==> src/logic/xccd_pkg.sv <==
// Purpose: shared constants and types for the channel clock distribution block
// Assumes: one system clock, synchronous active-high reset
// Notes:   clocks are modelled as single-cycle enable ticks derived from sys_clk
package xccd_pkg;

    // ------------------------------------------------------------
    // figures
    // ------------------------------------------------------------
    localparam int unsigned LANE_COUNT     = 4;       // channels per block
    localparam int unsigned LINE_RATE_MBPS = 2500;    // bonded lane rate
    localparam int unsigned SERIAL_MHZ     = LINE_RATE_MBPS / 2;  // half the line rate
    localparam int unsigned PAR_MHZ        = 250;     // central parallel clock
    localparam int unsigned FABRIC_MHZ     = PAR_MHZ / 2;
    localparam int unsigned SER_TO_PAR_DIV = SERIAL_MHZ / PAR_MHZ; // ticks per parallel
    localparam int unsigned SYMBOL_BITS    = 10;      // serializer input width
    localparam int unsigned FIFO_DEPTH_LOG = 2;       // phase fifo address bits
    localparam int unsigned RESET_PTR      = 0;

    // ------------------------------------------------------------
    // mode
    // ------------------------------------------------------------
    typedef enum logic [1:0]
    {
        XCCD_SINGLE_RM,
        XCCD_SINGLE_NORM,
        XCCD_BOND_RM,
        XCCD_BOND_NORM
    } xccd_mode_t;

    // per-lane clock enables handed to the datapath
    typedef struct packed
    {
        logic deserOut;      // deserializer output, aligner
        logic rateWrite;     // rate matcher write side
        logic rateRead;      // rate matcher read side
        logic decoder;       // 10b decoder and byte deser write side
        logic rxFifoWrite;   // receive phase fifo device side
        logic rxFifoRead;    // receive phase fifo fabric side
        logic txFifoWrite;   // transmit phase fifo fabric side
        logic txFifoRead;    // transmit phase fifo device side
        logic encoder;       // encoder, byte serializer read, serializer load
        logic shift;         // serial shift out
    } xccd_lane_clk_t;

endpackage

==> src/logic/xccd_phase_fifo.sv <==
// Purpose: phase compensation fifo between two frequency-locked tick domains
// Assumes: both ticks derived from sys_clk; rates are equal on average
// Notes:   gray pointers keep the occupancy compare glitch free
`timescale 1ns/10ps
module xccd_phase_fifo
    import xccd_pkg::*;
#(
    parameter int unsigned WIDTH = 16,
    parameter int unsigned ALOG  = FIFO_DEPTH_LOG
)
(
    // clock and reset
    input  wire logic             sys_clk,
    input  wire logic             srst,
    // write side
    input  wire logic             wrTick,
    input  wire logic [WIDTH-1:0] wrData,
    // read side
    input  wire logic             rdTick,
    output logic      [WIDTH-1:0] rdData,
    output logic                  rdValid,
    output logic                  overflow
);

    // ------------------------------------------------------------
    // storage and pointers
    // ------------------------------------------------------------
    logic [WIDTH-1:0] mem [2**ALOG];
    logic [ALOG:0]    wrPtr;
    logic [ALOG:0]    rdPtr;
    logic [ALOG:0]    wrGray;
    logic [ALOG:0]    rdGray;
    logic             isEmpty;
    logic             isFull;

    assign wrGray  = wrPtr ^ (wrPtr >> 1);
    assign rdGray  = rdPtr ^ (rdPtr >> 1);
    assign isEmpty = (wrGray == rdGray);
    assign isFull  = (wrGray == {~rdGray[ALOG:ALOG-1], rdGray[ALOG-2:0]});

    // write side; a write into a full fifo is dropped and flagged
    always_ff @(posedge sys_clk)
    begin
        if (srst)
        begin
            wrPtr    <= (ALOG+1)'(RESET_PTR);
            overflow <= 1'b0;
        end
        else if (wrTick)
        begin
            if (isFull)
                overflow <= 1'b1;
            else
            begin
                mem[wrPtr[ALOG-1:0]] <= wrData;
                wrPtr                <= wrPtr + 1'b1;
            end
        end
    end

    // read side absorbs phase between the two ticks
    always_ff @(posedge sys_clk)
    begin
        if (srst)
        begin
            rdPtr   <= (ALOG+1)'(RESET_PTR);
            rdData  <= '0;
            rdValid <= 1'b0;
        end
        else
        begin
            rdValid <= rdTick && !isEmpty;
            if (rdTick && !isEmpty)
            begin
                rdData <= mem[rdPtr[ALOG-1:0]];
                rdPtr  <= rdPtr + 1'b1;
            end
        end
    end

endmodule

==> src/logic/xccd_clock_dist.sv <==
// Purpose: clock distribution and default fabric clock selection for four lanes
// Assumes: serial and recovered clocks appear as sys_clk-synchronous ticks
// Notes:   every derived clock is a one-cycle enable, so all logic stays on sys_clk
`timescale 1ns/10ps

// Behaviour
// - recovered clock feeds aligner and rate-matcher write
// - single rate matcher reads on local divider
// - single rate-match decoder runs on local divider clock
// - single rate-match rx fifo write is tx fabric clock
// - single rate-match rx fifo read defaults to lane 0 clock
// - bonded lanes share one tx clock set
// - serial clock is half the line rate
// - central divider makes the parallel clock
// - bonded fabric clock is half parallel
// - bonded tx fifo: half read, default write
// - encoder on parallel, shift on serial clock
// - bonded no-match rx runs on recovered clocks
// - bonded rx fifo read defaults to fabric clock
// - bonded matchers write recovered, read central
// - bonded rate-match decoder parallel, fifo half parallel
// - lane 0 clock drives all fifo fabric ports in single rate-match mode
// - single no-match: lane 0 tx, own rx half
// - each lane has tx and rx fifos
// - single no-match: output half recovered clock
module xccd_clock_dist
    import xccd_pkg::*;
#(
    parameter int unsigned LANES = LANE_COUNT,
    parameter int unsigned DW    = 16
)
(
    // clock and reset
    input  wire logic                  sys_clk,
    input  wire logic                  srst,
    // configuration
    input  wire xccd_mode_t            mode,
    input  wire logic                  byteSerUsed,
    input  wire logic                  userTxClkEn,
    input  wire logic [LANES-1:0]      userTxClkTick,
    input  wire logic                  userRxClkEn,
    input  wire logic [LANES-1:0]      userRxClkTick,
    // link side ticks
    input  wire logic                  serialTick,
    input  wire logic [LANES-1:0]      recoveredTick,
    // datapath
    input  wire logic [LANES*DW-1:0]   txFabricData,
    output logic      [LANES*DW-1:0]   txPcsData,
    output logic      [LANES-1:0]      txPcsValid,
    input  wire logic [LANES*DW-1:0]   rxPcsData,
    output logic      [LANES*DW-1:0]   rxFabricData,
    output logic      [LANES-1:0]      rxFabricValid,
    output logic      [2*LANES-1:0]    fifoOverflow,
    // clocks out, as ticks
    output xccd_lane_clk_t [LANES-1:0] laneClk,
    output logic      [LANES-1:0]      txFabricClockOut,
    output logic      [LANES-1:0]      rxRecoveredHalfClock,
    output logic                       bondedFabricClock,
    output logic                       parallelClock
);

    // ------------------------------------------------------------
    // dividers
    // ------------------------------------------------------------
    localparam int unsigned DCW = $clog2(SER_TO_PAR_DIV + 1);

    logic             bonded;
    logic             rateMatch;
    logic [DCW-1:0]   centralCount;
    logic             centralPar;
    logic             centralHalf;
    logic             halfPhase;
    logic [LANES-1:0] localPar;
    logic [LANES-1:0] localHalf;
    logic [LANES-1:0] recHalfPhase;
    logic [LANES-1:0] recHalf;
    logic [LANES-1:0] locHalfPhase;
    logic [DCW-1:0]   localCount [LANES];

    assign bonded    = (mode == XCCD_BOND_RM) || (mode == XCCD_BOND_NORM);
    assign rateMatch = (mode == XCCD_BOND_RM) || (mode == XCCD_SINGLE_RM);

    // central divider: serial clock at half line rate down to parallel
    always_ff @(posedge sys_clk)
    begin
        if (srst)
            centralCount <= '0;
        else if (serialTick)
            centralCount <= (centralCount == DCW'(SER_TO_PAR_DIV - 1))
                          ? '0 : centralCount + 1'b1;
    end
    assign centralPar = serialTick && (centralCount == DCW'(SER_TO_PAR_DIV - 1));

    // half-rate fabric clock from the central parallel clock
    always_ff @(posedge sys_clk)
    begin
        if (srst)
            halfPhase <= 1'b0;
        else if (centralPar)
            halfPhase <= ~halfPhase;
    end
    assign centralHalf = centralPar && halfPhase;

    // per-lane local dividers, idle in bonded mode, and recovered halvers, which run in every mode
    always_ff @(posedge sys_clk)
    begin
        if (srst)
        begin
            for (int i = 0; i < LANES; i++)
                localCount[i] <= '0;
            locHalfPhase <= '0;
            recHalfPhase <= '0;
        end
        else
        begin
            for (int i = 0; i < LANES; i++)
            begin
                if (serialTick && !bonded)
                    localCount[i] <= (localCount[i] == DCW'(SER_TO_PAR_DIV - 1))
                                   ? '0 : localCount[i] + 1'b1;
                if (localPar[i])
                    locHalfPhase[i] <= ~locHalfPhase[i];
                if (recoveredTick[i])
                    recHalfPhase[i] <= ~recHalfPhase[i];
            end
        end
    end

    always_comb
    begin
        for (int i = 0; i < LANES; i++)
        begin
            localPar[i]  = !bonded && serialTick
                         && (localCount[i] == DCW'(SER_TO_PAR_DIV - 1));
            localHalf[i] = localPar[i] && locHalfPhase[i];
            recHalf[i]   = recoveredTick[i] && recHalfPhase[i];
        end
    end

    assign parallelClock     = centralPar;
    assign bondedFabricClock = bonded && centralHalf;

    // ------------------------------------------------------------
    // per-lane clock selection
    // ------------------------------------------------------------
    logic [LANES-1:0] txOut;

    // fabric clock out per lane: byte serializer halves the local clock
    always_comb
    begin
        for (int i = 0; i < LANES; i++)
            txOut[i] = byteSerUsed ? localHalf[i] : localPar[i];
    end
    assign txFabricClockOut     = bonded ? '0 : txOut;
    assign rxRecoveredHalfClock = (mode == XCCD_SINGLE_NORM) ? recHalf : '0;

    // one selection per lane; bonded lanes all take the central tx set
    always_comb
    begin
        for (int i = 0; i < LANES; i++)
        begin
            laneClk[i]          = '0;
            laneClk[i].shift    = serialTick;
            laneClk[i].deserOut = recoveredTick[i];
            case (mode)
                XCCD_SINGLE_RM:
                begin
                    laneClk[i].rateWrite   = recoveredTick[i];
                    laneClk[i].rateRead    = localPar[i];
                    laneClk[i].decoder     = localPar[i];
                    laneClk[i].rxFifoWrite = txOut[i];
                    laneClk[i].rxFifoRead  = txOut[0];
                    laneClk[i].txFifoWrite = txOut[0];
                    laneClk[i].txFifoRead  = txOut[i];
                    laneClk[i].encoder     = localPar[i];
                end
                XCCD_SINGLE_NORM:
                begin
                    laneClk[i].decoder     = recoveredTick[i];
                    laneClk[i].rxFifoWrite = recHalf[i];
                    laneClk[i].rxFifoRead  = recHalf[i];
                    laneClk[i].txFifoWrite = txOut[0];
                    laneClk[i].txFifoRead  = txOut[i];
                    laneClk[i].encoder     = localPar[i];
                end
                XCCD_BOND_RM:
                begin
                    laneClk[i].rateWrite   = recoveredTick[i];
                    laneClk[i].rateRead    = centralPar;
                    laneClk[i].decoder     = centralPar;
                    laneClk[i].rxFifoWrite = centralHalf;
                    laneClk[i].rxFifoRead  = centralHalf;
                    laneClk[i].txFifoWrite = centralHalf;
                    laneClk[i].txFifoRead  = centralHalf;
                    laneClk[i].encoder     = centralPar;
                end
                default:
                begin
                    laneClk[i].decoder     = recoveredTick[i];
                    laneClk[i].rxFifoWrite = recHalf[i];
                    laneClk[i].rxFifoRead  = centralHalf;
                    laneClk[i].txFifoWrite = centralHalf;
                    laneClk[i].txFifoRead  = centralHalf;
                    laneClk[i].encoder     = centralPar;
                end
            endcase
            // a user clock overrides the default fabric-side selection;
            // it must be frequency locked to the device clock
            if (userTxClkEn)
                laneClk[i].txFifoWrite = userTxClkTick[i];
            if (userRxClkEn)
                laneClk[i].rxFifoRead = userRxClkTick[i];
        end
    end

    // ------------------------------------------------------------
    // phase compensation fifos, one pair per lane
    // ------------------------------------------------------------
    // a fifo per direction per lane keeps lanes independent
    for (genvar g = 0; g < LANES; g++)
    begin : gLane
        xccd_phase_fifo #(.WIDTH(DW), .ALOG(FIFO_DEPTH_LOG)) uTx
        (
            .sys_clk  (sys_clk),
            .srst     (srst),
            .wrTick   (laneClk[g].txFifoWrite),
            .wrData   (txFabricData[g*DW +: DW]),
            .rdTick   (laneClk[g].txFifoRead),
            .rdData   (txPcsData[g*DW +: DW]),
            .rdValid  (txPcsValid[g]),
            .overflow (fifoOverflow[2*g])
        );
        xccd_phase_fifo #(.WIDTH(DW), .ALOG(FIFO_DEPTH_LOG)) uRx
        (
            .sys_clk  (sys_clk),
            .srst     (srst),
            .wrTick   (laneClk[g].rxFifoWrite),
            .wrData   (rxPcsData[g*DW +: DW]),
            .rdTick   (laneClk[g].rxFifoRead),
            .rdData   (rxFabricData[g*DW +: DW]),
            .rdValid  (rxFabricValid[g]),
            .overflow (fifoOverflow[2*g+1])
        );
    end

endmodule

==> config.mk <==
export PLATFORM = sky130hd
export DESIGN_NAME = xccd_clock_dist
export DESIGN_NICKNAME = d
export VERILOG_FILES = /design/src/logic/xccd_pkg.sv /design/src/logic/xccd_phase_fifo.sv /design/src/logic/xccd_clock_dist.sv
export SDC_FILE = /design/constraint.sdc
export NUM_CORES = 1
export LEC_CHECK = 0
export BUFFER_PORTS_ARGS = -buffer_cell sky130_fd_sc_hd__buf_2
export CAP_MARGIN = 20
export CORE_MARGIN = 5
export CORE_UTILIZATION = 51
export DETAILED_ROUTE_END_ITERATION = 8
export HOLD_SLACK_MARGIN = 0.05
export PLACE_DENSITY = 0.71
export SYNTH_ARGS = -nofsm -noshare
export SYNTH_HDL_FRONTEND = slang
export SYNTH_SLANG_ARGS = --single-unit
==> constraint.sdc <==
create_clock -name sys_clk -period 5.9 [get_ports sys_clk]
set_input_delay 0.295 -clock sys_clk [delete_from_list [all_inputs] [get_ports sys_clk]]
set_output_delay 0.295 -clock sys_clk [all_outputs]
set_load 0.05 [all_outputs]
# == After elaboration in Yosys (flattened, before gate mapping) ==
# Memory sizes are Yosys's and may differ from the RTL's. A register that Yosys moved wholly into a read port is not among the register bits.
# Cells that the tools add are included.
# word_totals
ff_bits,76
latchBits,0
ramBits,524
rom_bits,0
in_bits,148
output_inout_bits,194
word_cells,260
memories,9
# memory_table
memory,words,width,read_ports,rd_clocked_by_memory_dff,wr,line,text
gLane[0].uRx.mem,4,16,1,1,1,xccd_phase_fifo.sv:28,logic [WIDTH-1:0] mem [2**ALOG];
gLane[0].uTx.mem,4,16,1,1,1,xccd_phase_fifo.sv:28,
gLane[1].uRx.mem,4,16,1,1,1,xccd_phase_fifo.sv:28,
gLane[1].uTx.mem,4,16,1,1,1,xccd_phase_fifo.sv:28,
gLane[2].uRx.mem,4,16,1,1,1,xccd_phase_fifo.sv:28,
gLane[2].uTx.mem,4,16,1,1,1,xccd_phase_fifo.sv:28,
3 more memories,n/a,n/a,n/a,n/a,n/a,n/a,
# op_classes
add_sub_neg,21
multipliers,0
n_div,0
magnitude_cmp,0
n_eq_ne,24
n_shift,0
n_mux,68
bitwise,45
reduce_logical,51
# ops
cell,n
case mux 6 bit (3 select lines),4
"adder 3 x 1 -> 3 bit, second input constant",21
two-way mux 1 bit,49
equality test 3 bit,16
XOR 3 x 2 -> 3 bit,16
AND reduction 2 bit,16
two-way mux 3 bit,9
logical AND 1 bit,24
inverter 1 bit,17
inverter 2 bit,8
case mux 2 bit (2 select lines),4
"equality test 3 bit, second input constant",5
zero test 1 bit,9
two-way mux 4 bit,2
"equality test 2 bit, second input constant",2
bitwise OR 1 bit,4
"equality test 2 x 1 -> 1 bit, second input constant",1
zero test 2 bit,1
logical OR 1 bit,1

# == Depth between registers and ports, before layout ==
# Gate-level depths: netlist of run 1.
# depth
ltp_word,12
depth_mapped,10
mapped_depth_nobuf,8

# == By module ==
# From an unflattened synthesis of run 1, not the netlist that was laid out.
# hier_totals
cells_unflattened,1891
area_unflattened_um2,30588.1
# modules_own_cells
module,n_inst,cells_per_inst,area_per_inst_um2,seq_area_each_um2
xccd_phase_fifo at gLane[0].uRx ...,5,211,3595.9,2402.3
xccd_phase_fifo at gLane[2].uTx ...,2,211,3643.5,2402.3
xccd_phase_fifo at gLane[3].uTx,1,209,3572.2,2402.3
xccd_clock_dist,1,205,1749.2,600.6

# == Worst setup path before layout of run 1 ==
# Ideal clock, no wire load.
# synth_timing
path_type,register -> register
from,mem localCount[0][0] in the netlist's numbering
to,mem gLane[0].uRx.mem[3][0] (enable)
setup_ns,0.409
t_arrival_ns,2.520
t_required_ns,5.491
setup_slack_ns,2.971
path_stages_with_launch,7
path_buffers,0
period_less_slack_ns,2.929
cell_sequence,edfxtp_1 > inv_1 > ha_1 > nand4b_4 > nor4_4 > o32ai_2 > nor3_1
# synth_lines
item,line,text
from (decl),xccd_clock_dist.sv:78,logic [DCW-1:0] localCount [LANES];
to (decl),xccd_phase_fifo.sv:28,

==> results of run 1 <==
## synthesized netlist by cell type (7+ instances only)
cell type    n  area (um^2)
mux2i_1     22        220.2
nor2b_1     16        100.1
edfxtp_1   524        15740
buf_4       45        337.8
inv_1       51        191.4
xnor2_1     34        297.8
nor2_1      92        345.3
buf_2       42        210.2
a21oi_1    140        700.7
buf_1        9        33.78
a41oi_1      7        61.31
o21ai_1     10        50.05
nand3_1     82        410.4
nand2b_1     7        43.79
o21ai_0     76        380.4
clkbuf_1    49        183.9
ha_1        50        625.6
and2_1      30        187.7
or3_1       10        62.56
nor3_1      17        85.08
mux4_2     128         2883
xor2_1      15        131.4
dfxtp_1    204         4084
nand2_1    131        491.7
and3_1      10        62.56
## how the worst min path moves through the flow
stage,startpoint,end,cells past startpoint
floorplan,rxPcsData[0],gLane[0].uRx.mem[0][0],0
detailed placement,gLane[1].uTx.rdData[14],gLane[1].uTx.rdData[14],2
finish,userTxClkTick[1],gLane[1].uTx.overflow,5
global route,serialTick,centralCount[1],3
CTS,serialTick,centralCount[1],3
global placement,gLane[2].uTx.rdData[14],gLane[2].uTx.rdData[14],2
## flip-flops by register name, summed over array words and instances, names as in the netlist
name                cells
centralCount            3
gLane.uRx.rdData       64
recHalfPhase            4
gLane.uTx.rdValid       4
gLane.uRx.rdPtr        12
locHalfPhase            4
gLane.uRx.wrPtr        12
gLane.uTx.wrPtr        12
gLane.uTx.overflow      4
gLane.uRx.mem         256
halfPhase               1
gLane.uTx.rdData       64
gLane.uTx.mem         256
localCount             12
gLane.uRx.overflow      4
gLane.uRx.rdValid       4
gLane.uTx.rdPtr        12
## routing by layer
layer / wire length (um) / up-vias / GRT usage, % / part of all wire (%)
met5: 13 / - / 0 / 0.021
met4: 1188 / 2 / 4.989 / 1.9
met3: 4804 / 93 / 5.001 / 7.6
met2: 30880 / 569 / 33.93 / 49
met1: 26210 / 8400 / 28.51 / 42
li1: - / 7768 / - / -
## cell families (layout without fill, tap and decap cells)
group / after synthesis / in the layout
other: 0 / 2
muxes: 152 / 152
and+or+nand+nor: 410 / 410
xor gates and xnor gates: 49 / 49
buffers and inverters: 196 / 685
adders and majority gates: 50 / 50
AOI/OAI and AO/OA: 270 / 270
DFF: 728 / 728
## worst reg2reg max path, delay by kind of cell, from the launching register on
kind,cells,cell delay (ps)
adders and majority gates,1,400
AOI/OAI and AO/OA,1,330
and+or+nand+nor,3,1080
xor gates and xnor gates,1,170
DFF,1,920
## through the flow
step	total power [mW]	setup slack [ps]
floorplan	6.416	2971
global placement	6.684	2761
detailed placement	6.714	2657
CTS	11.64	2106
global route	11.97	1910
finish	11.54	2139
## power by group through the flow
stage	Sequential (mW)	Clock [mW]	Combinational [mW]
floorplan	5.88	0	0.540
global placement	5.76	0	0.919
detailed placement	5.77	0	0.944
CTS	5.66	4.96	1.02
global route	5.67	5.20	1.10
finish	5.66	4.86	1.02
## cell type report
class / count / share of cell area, %
well taps: 748 / 2.713
flip-flops and latches: 728 / 57.45
inverters: 51 / 0.5549
diodes: 2 / 0.01451
clock inverters: 37 / 1.454
repair buffers: 500 / 9.390
clock buffers: 97 / 5.941
multi-input cells: 931 / 22.48
==> run_results.csv, run 1 <==
group,metric,value,unit
run_status,status,"finished clean",
timing,fmax,265.9,MHz
pwr,powerDensity,334.6,mW/mm^2
timing,hold_violations,0,
pwr,p_leak,12.55,nW
critical_path,crit_chain,"inv_1, ha_1, nand4b_4, nor4_4, o41ai_2, buf_4, inv_1, buf_2",
critical_path,cp.required,5610,ps
placement,dp_hpwl,40.61,mm
timing,tns,0,ps
timing,hold_ws,211.0,ps
yosys,synthFlopType,"edfxtp_1",
yosys,syn_nets,2053,
floorplan,die_width,246.3,um
timing,setup_viol,0,
global_routing,grt_usage,20.72,%
critical_path,cp-endpoint,"laneClk[4]",
global_routing,grt_max_degree,76,
global_routing,grt_pass1_vias,17220,
critical_path,crit_top_cell,"inv_1",
pwr,power_frac_seq,49.1,%
finish,final_cell_area,0.03450,mm^2
detailed_routing,vias,16830,
yosys,synth_top_family_by_area,"multiplexers",
critical_path,crit_path_top_delay_cell,"nor4_4",
timing,period_minus_slack,3761,ps
detailed_routing,wl,63.10,mm
critical_path,rr_worst_depth,6,
finish,seqCellArea,0.01982,mm^2
yosys,synth-edff-count,524,
floorplan,initial_core_util,51.59,%
yosys,yosys.area_share.simple,6.884,%
finish,layout.cells.non_filler,3094,
detailed_routing,drt_iter0_drc,1266,
cts,post_cts_buffers,0,
detailed_routing,avgRoutedWirePerCell,20.39,um
floorplan,ios,342,
pwr,ir_drop,0.0002786,V
finish,finish.utilization,62.50,%
global_routing,grt_overflow_total,0,
critical_path,path_depth,8,
critical_path,critPathLaunch,"localCount[0][0]",
global_routing,antenna_found_initial,5,
critical_path,path_buf_inv,4,
critical_path,r2r-start,"gLane[3].uTx.rdPtr[1]",
critical_path,path_class,"reg -> out",
yosys,synth_compound_area_share,5.487,%
finish,multiInputGateArea,0.007756,mm^2
yosys,yosysWarnings,0,
finish,final_cell_mix,"edfxtp_1, buf_2, dfxtp_1",
critical_path,crit_fanout,21,
yosys,ys_ff_latch,728,
finish,area_delta_synth_final,21.13,%
global_routing,grt_pass1_wl,97.97,mm
finish,final_common_cell,"edfxtp_1",
detailed_routing,firstDrtPassIters,5,
detailed_routing,drc,0,
worst_hold_path,hp-class,"in -> reg",
yosys,seq_area_frac_synth,69.59,%
yosys,syn_inst,1855,
timing,post-route-period-util,63.75,%
cts,clock_path_buffers,3,
pwr,swShare,22.65,%
yosys,avgSynthCellArea,15.35,um^2
floorplan,core,0.05520,mm^2
cts,clock_latency,600,ps
timing,fin_worst_skew,17.17,ps
yosys,ys_types,49,
critical_path,critPathArrivalTime,3470,ps
cts,cts-hold-fix-buffers,132,
yosys,synth_fa_ha_area_share,2.197,%
critical_path,r2r_slack,2630,ps
cts,cts-root-buf,"clkbuf_16",
yosys,syn_area,0.02848,mm^2
floorplan,die-area,0.06067,mm^2
finish,n_fill_cell,3951,
timing,grt_setup_unrepaired,"no",
pwr,p_int,8.928,mW
pwr,p_switching,2.615,mW
yosys,synthArstFlopShare,0,%
cts,clk_pin_slew,60,ps
placement,port-buffer-count,341,
placement,place_area,0.03061,mm^2
cts,cts_made_buffers,73,
detailed_routing,route.antenna.remaining_nets,0,
floorplan,num_rows,86,
cts,cts_tree,"built",
critical_path,timing.rr.end,"gLane[3].uTx.mem[1][11]",
timing,timing.slew.headroom,36.45,%
cts,htree_levels,3,
critical_path,cp_slowest_stage_delay,640,ps
cts,cts-resized-gates,0,
pwr,power_frac_comb,8.8,%
critical_path,cp-start-kind,"flip-flop",
detailed_routing,via_per_inst,5.440,
placement,place_congestion,0.7901,
finish,drive_gt1_share,27.18,%
timing,report.final.slew_viol_count,0,
placement,placedCellCount,2825,
critical_path,cp_top_family,"buffers and inverters",
timing,worstMarginPinSlew,950.1,ps
finish,nets,2483,
yosys,synth-xor-area-share,1.507,%
pwr,power_frac_clock,42.1,%
yosys,synthMuxAreaShare,10.97,%
critical_path,end_kind,"output port",
floorplan,die_h,246.3,um
cts,cts_sinks,728,
job,cap_viol_max_count,0,
No activity file was read; power rests on OpenSTA's default activity.
==> run 2, diff against run 1 <==
--- a/config.mk
+++ b/config.mk
@@ -11,7 +11,7 @@
 export CORE_UTILIZATION = 51
 export DETAILED_ROUTE_END_ITERATION = 8
 export HOLD_SLACK_MARGIN = 0.05
-export PLACE_DENSITY = 0.71
+export PLACE_DENSITY = 0.74
 export SYNTH_ARGS = -nofsm -noshare
 export SYNTH_HDL_FRONTEND = slang
 export SYNTH_SLANG_ARGS = --single-unit
==> constraint.sdc (replaced) <==
create_clock -name sys_clk -period 3.3 [get_ports sys_clk]
set_input_delay 0.165 -clock sys_clk [delete_from_list [all_inputs] [get_ports sys_clk]]
set_output_delay 0.165 -clock sys_clk [all_outputs]
set_load 0.05 [all_outputs]
==> run_results.csv, run 2 (same netlist as run 1, synthesis figures left out) <==
group,metric,value,unit
cts,cts_made_buffers,75,
cts,cts-root-buf,"clkbuf_16",
placement,dp_worst_setup_slack,345.3,ps
detailed_routing,drc,0,
placement,dp_hpwl,40.95,mm
cts,cts_sinks,728,
critical_path,crit_path_top_delay_cell,"nor4_4",
finish,final_cell_mix,"edfxtp_1, buf_2, dfxtp_1",
cts,clk_pin_slew,60,ps
placement,place_congestion,0.7833,
floorplan,die_h,246.3,um
floorplan,die-area,0.06067,mm^2
timing,fin_worst_skew,19.77,ps
finish,final_common_cell,"edfxtp_1",
critical_path,cp_top_family,"buffers and inverters",
critical_path,r2r-start,"centralCount[0]",
critical_path,cp_slowest_stage_delay,520,ps
job,cap_viol_max_count,0,
global_routing,grt_pass1_vias,17750,
critical_path,rr_worst_depth,7,
floorplan,die_width,246.3,um
critical_path,crit_top_cell,"inv_1",
floorplan,ios,342,
detailed_routing,avgRoutedWirePerCell,20.64,um
worst_hold_path,hold_start,"serialTick",
critical_path,cp-start-kind,"flip-flop",
run_status,status,"finished clean",
finish,nets,2525,
global_routing,grt_max_degree,103,
critical_path,crit_fanout,13,
cts,post_cts_buffers,0,
placement,port-buffer-count,341,
detailed_routing,drt_iter0_drc,1135,
global_routing,grt_usage,21.28,%
floorplan,initial_core_util,51.59,%
timing,timing.slew.headroom,40.10,%
critical_path,cp.required,3130,ps
floorplan,core,0.05520,mm^2
pwr,powerDensity,592.9,mW/mm^2
placement,place_area,0.03089,mm^2
timing,worstMarginPinSlew,898.5,ps
timing,period_minus_slack,3109,ps
detailed_routing,route.antenna.remaining_nets,0,
critical_path,critPathArrivalTime,2940,ps
worst_hold_path,min_path_cells,4,
critical_path,path_buf_inv,3,
floorplan,num_rows,86,
detailed_routing,vias,17280,
cts,clock_latency,600,ps
global_routing,antenna_found_initial,4,
timing,fin_ws,191.0,ps
pwr,ir_drop,0.0005555,V
detailed_routing,wl,64.87,mm
critical_path,r2r_slack,350,ps
global_routing,grt_overflow_total,0,
timing,grt_setup_unrepaired,"no",
timing,fmax,321.6,MHz
timing,post-route-period-util,94.21,%
worst_hold_path,hp-class,"in -> reg",
critical_path,end_kind,"output port",
cts,htree_levels,3,
cts,cts_tree,"built",
timing,hold_violations,0,
worst_hold_path,min_to,"centralCount[2]",
timing,setup_viol,0,
global_routing,grt_pass1_wl,100.9,mm
finish,area_delta_synth_final,22.12,%
critical_path,path_class,"reg -> out",
timing,report.final.slew_viol_count,0,
detailed_routing,via_per_inst,5.500,
timing,tns,0,ps
finish,drive_gt1_share,28.34,%
detailed_routing,firstDrtPassIters,5,
cts,clock_path_buffers,3,
critical_path,timing.rr.end,"gLane[3].uRx.mem[0][5]",
critical_path,crit_chain,"inv_1, ha_1, nand4b_4, nor4_4, o41ai_2, inv_1, buf_2",
pwr,finalPower,20.62,mW
pwr,p_leak,12.75,nW
finish,final_cell_area,0.03478,mm^2
run 2: cell types whose count changed in the layout (fill, tap and decap cells not counted), sizes merged:
cell         previous run  this run
dlygate4sd3           132       133
clkinv                 20        22
inv                    54        55
diode                   2         5
buf                   367       406
clkbuf                 98       103
bufinv                 12         9
run 2: timing repair:
action / in CTS / in global routing
gates resized for setup: 2 / 0
hold buffers: 133 / 0
endpoints found under the setup margin: 2 / 0
endpoints found under the hold margin: 517 / 0
run 2: final cells by class:
| type | instances | area (um^2) |
|---|---|---|
| Clock inverter | 37 | 449.2 |
| Fill cell | 3933 | 20420 |
| Sequential cell | 728 | 19820 |
| Tap cell | 748 | 935.9 |
| Inverter | 51 | 191.4 |
| Clock buffer | 102 | 2092 |
| Timing Repair Buffer | 540 | 3542 |
| Multi-Input combinational cell | 931 | 7739 |
| Antenna cell | 5 | 12.51 |
run 2: where the power goes:
part / internal (mW) / switching, mW / leakage [nW]
Combinational: 0.651 / 1.21 / 5.10
Sequential: 10.0 / 0.0962 / 6.41
Clock: 5.18 / 3.46 / 1.24
Total: 15.9 / 4.77 / 12.7
run 2: worst max-delay path by stage:
| stage | startpoint | endpoint | slack (ps) | cells past startpoint |
|---|---|---|---|---|
| final | localCount[0][0] | laneClk[14] | 190 | 7 |
| after global routing | localCount[0][0] | laneClk[14] | 5 | 7 |
| after CTS | localCount[0][0] | laneClk[14] | 130 | 7 |
| after floorplan | localCount[0][0] | gLane[0].uRx.mem[3][0] | 370 | 6 |
| after global placement | centralCount[0] | gLane[3].uRx.mem[1][8] | 420 | 7 |
| after detailed placement | centralCount[0] | gLane[3].uRx.mem[1][11] | 350 | 7 |
run 2: layer usage:
layer / wire [um] / up-vias / track usage [%]
met5: 0 / - / 0
met4: 1376 / 0 / 5.546
met3: 5533 / 97 / 5.695
met2: 32180 / 652 / 35.63
met1: 25770 / 8659 / 27.99
li1: - / 7874 / -
run 2: per-stage QoR:
step                util, %  hold slack [ps]  instances
floorplan                 -            263.9       1855
global placement      55.96            375.6       2864
detailed placement    55.96            381.7       2864
CTS                   62.97            61.54       3136
global route          62.99            120.3       3138
finish                63.01            98.16       3142
run 2: tightest hold or removal path, stage by stage:
cell and delay [ps]:
buf_2 210, o21ai_0 120, a21oi_1 80, nor2_1 70
==> run 3, diff against run 2 <==
--- a/config.mk
+++ b/config.mk
@@ -12,6 +12,7 @@
 export DETAILED_ROUTE_END_ITERATION = 8
 export HOLD_SLACK_MARGIN = 0.05
 export PLACE_DENSITY = 0.74
+export SETUP_SLACK_MARGIN = 0.2
 export SYNTH_ARGS = -nofsm -noshare
 export SYNTH_HDL_FRONTEND = slang
 export SYNTH_SLANG_ARGS = --single-unit
==> run_results.csv, run 3 (same netlist as run 1, synthesis figures left out) <==
group,metric,value,unit
pwr,ir_drop,0.0005563,V
floorplan,die_h,246.3,um
global_routing,grt_pass1_vias,17760,
placement,dp_hpwl,40.95,mm
critical_path,end_kind,"flip-flop",
detailed_routing,wl,64.89,mm
critical_path,r2r_slack,280,ps
timing,worstMarginPinSlew,891.5,ps
timing,grt_setup_unrepaired,"no",
global_routing,grtUsageMet2,35.63,%
pwr,p_int,15.86,mW
critical_path,cp_slowest_stage_delay,710,ps
cts,htree_levels,3,
timing,post-route-period-util,91.41,%
global_routing,met1_usage,27.99,%
worst_hold_path,hp-class,"in -> reg",
timing,hold_violations,0,
critical_path,critPathArrivalTime,3240,ps
critical_path,cp.required,3530,ps
timing,fin_worst_skew,19.08,ps
job,cap_viol_max_count,0,
pwr,power_frac_seq,49.1,%
detailed_routing,route.antenna.remaining_nets,0,
cts,cts-root-buf,"clkbuf_16",
critical_path,cp_top_family,"simple AND/OR/NAND/NOR gates",
floorplan,num_rows,86,
floorplan,initial_core_util,51.59,%
placement,place_congestion,0.7833,
global_routing,grt_usage,21.29,%
pwr,p_leak,12.76,nW
timing,setup_viol,0,
global_routing,use_met3,5.695,%
placement,port-buffer-count,341,
run_status,status,"finished clean",
detailed_routing,drt_iter0_drc,1121,
finish,nets,2528,
detailed_routing,drc,0,
timing,fmax,331.5,MHz
cts,clock_path_buffers,3,
timing,tns,0,ps
detailed_routing,via_per_inst,5.501,
cts,cts_sinks,728,
floorplan,core,0.05520,mm^2
cts,cts_made_buffers,75,
floorplan,die_width,246.3,um
critical_path,crit_fanout,16,
detailed_routing,firstDrtPassIters,5,
pwr,swShare,23.09,%
floorplan,ios,342,
detailed_routing,vias,17300,
cts,clk_pin_slew,60,ps
finish,area_delta_synth_final,22.23,%
global_routing,grt_pass1_wl,100.9,mm
critical_path,path_class,"reg -> reg",
finish,final_cell_mix,"edfxtp_1, buf_2, dfxtp_1",
finish,final_common_cell,"edfxtp_1",
timing,report.final.slew_viol_count,0,
critical_path,crit_path_top_delay_cell,"and2_1",
cts,cts_tree,"built",
finish,drive_gt1_share,28.51,%
global_routing,grt_overflow_total,0,
pwr,p_switching,4.760,mW
cts,clock_latency,600,ps
finish,n_fill_cell,3933,
critical_path,crit_chain,"inv_1, ha_1, nand4b_4, o41ai_2, o21ai_2, nor2_1, and2_1",
detailed_routing,avgRoutedWirePerCell,20.63,um
floorplan,die-area,0.06067,mm^2
timing,timing.slew.headroom,40.56,%
pwr,power_frac_clock,41.9,%
timing,period_minus_slack,3017,ps
pwr,finalPower,20.62,mW
global_routing,antenna_found_initial,4,
pwr,power_frac_comb,9.0,%
pwr,powerDensity,592.3,mW/mm^2
critical_path,cp-start-kind,"flip-flop",
global_routing,grt.busiest_layer,"met2",
critical_path,path_buf_inv,1,
global_routing,grt_max_degree,103,
run 3: cell type report:
cell class | count | area, um^2 | share of cell area, %
clock buffer | 102 | 2092 | 6.010
timing repair buffer | 543 | 3565 | 10.24
tap | 748 | 935.9 | 2.689
clock inverter | 37 | 449.2 | 1.290
sequential | 728 | 19820 | 56.94
antenna | 5 | 12.51 | 0.03594
inverter | 51 | 196.4 | 0.5643
multi-input combinational | 931 | 7740 | 22.24
run 3: worst reg2reg max path, cell delays in order (launching register included):
cell,delay [ps]
edfxtp_1,400
inv_1,90
ha_1,240
nand4b_4,140
o41ai_2,680
o21ai_2,220
nor2_1,170
and2_1,710
run 3: power groups by stage:
stage | Sequential, mW | Combinational (mW) | Clock (mW)
6_report | 10.1 | 1.86 | 8.64
5_1_grt | 10.1 | 2.00 | 9.21
4_1_cts | 10.1 | 1.86 | 8.79
3_5_place_dp | 10.3 | 1.72 | 0
3_3_place_gp | 10.3 | 1.68 | 0
2_1_floorplan | 10.5 | 0.965 | 0
run 3: repair_timing:
action,in CTS,in global routing
setup endpoints to repair,3,19
hold buffers,133,0
pin swaps,1,0
gates cloned,0,0
buffers inserted,3,0
hold endpoints to repair,517,0
gates resized for setup,2,4
run 3: path summary, 6_finish.rpt:
| check | startpoint | end | cells after the start |
|---|---|---|---|
| worst min register to register | gLane[0].uTx.rdData[0] | gLane[0].uTx.rdData[0] | 2 |
| worst min-delay path | serialTick | centralCount[2] | 4 |
| worst max register to register | localCount[3][0] | gLane[3].uRx.mem[0][5] | 7 |
| worst max-delay path | localCount[3][0] | gLane[3].uRx.mem[0][5] | 7 |
run 3: metal layers:
layer / vias up / wire (um)
met2: 662 / 32100
met3: 95 / 5573
met4: 0 / 1370
met5: - / 0
met1: 8659 / 25850
li1: 7885 / -
run 3: through the flow:
stage          instance area, um^2  hold slack (ps)  setup slack, ps  std cells  util [%]
2_1_floorplan                28480            263.9            370.9       1855         -
6_report                     34810            120.1            283.3       3145     63.06
5_1_grt                      34800            120.3            201.8       3141     63.04
3_5_place_dp                 30890            381.7            345.3       2864     55.96
4_1_cts                      34780            61.54            293.4       3139     63.01
3_3_place_gp                 30890            375.6            416.2       2864     55.96
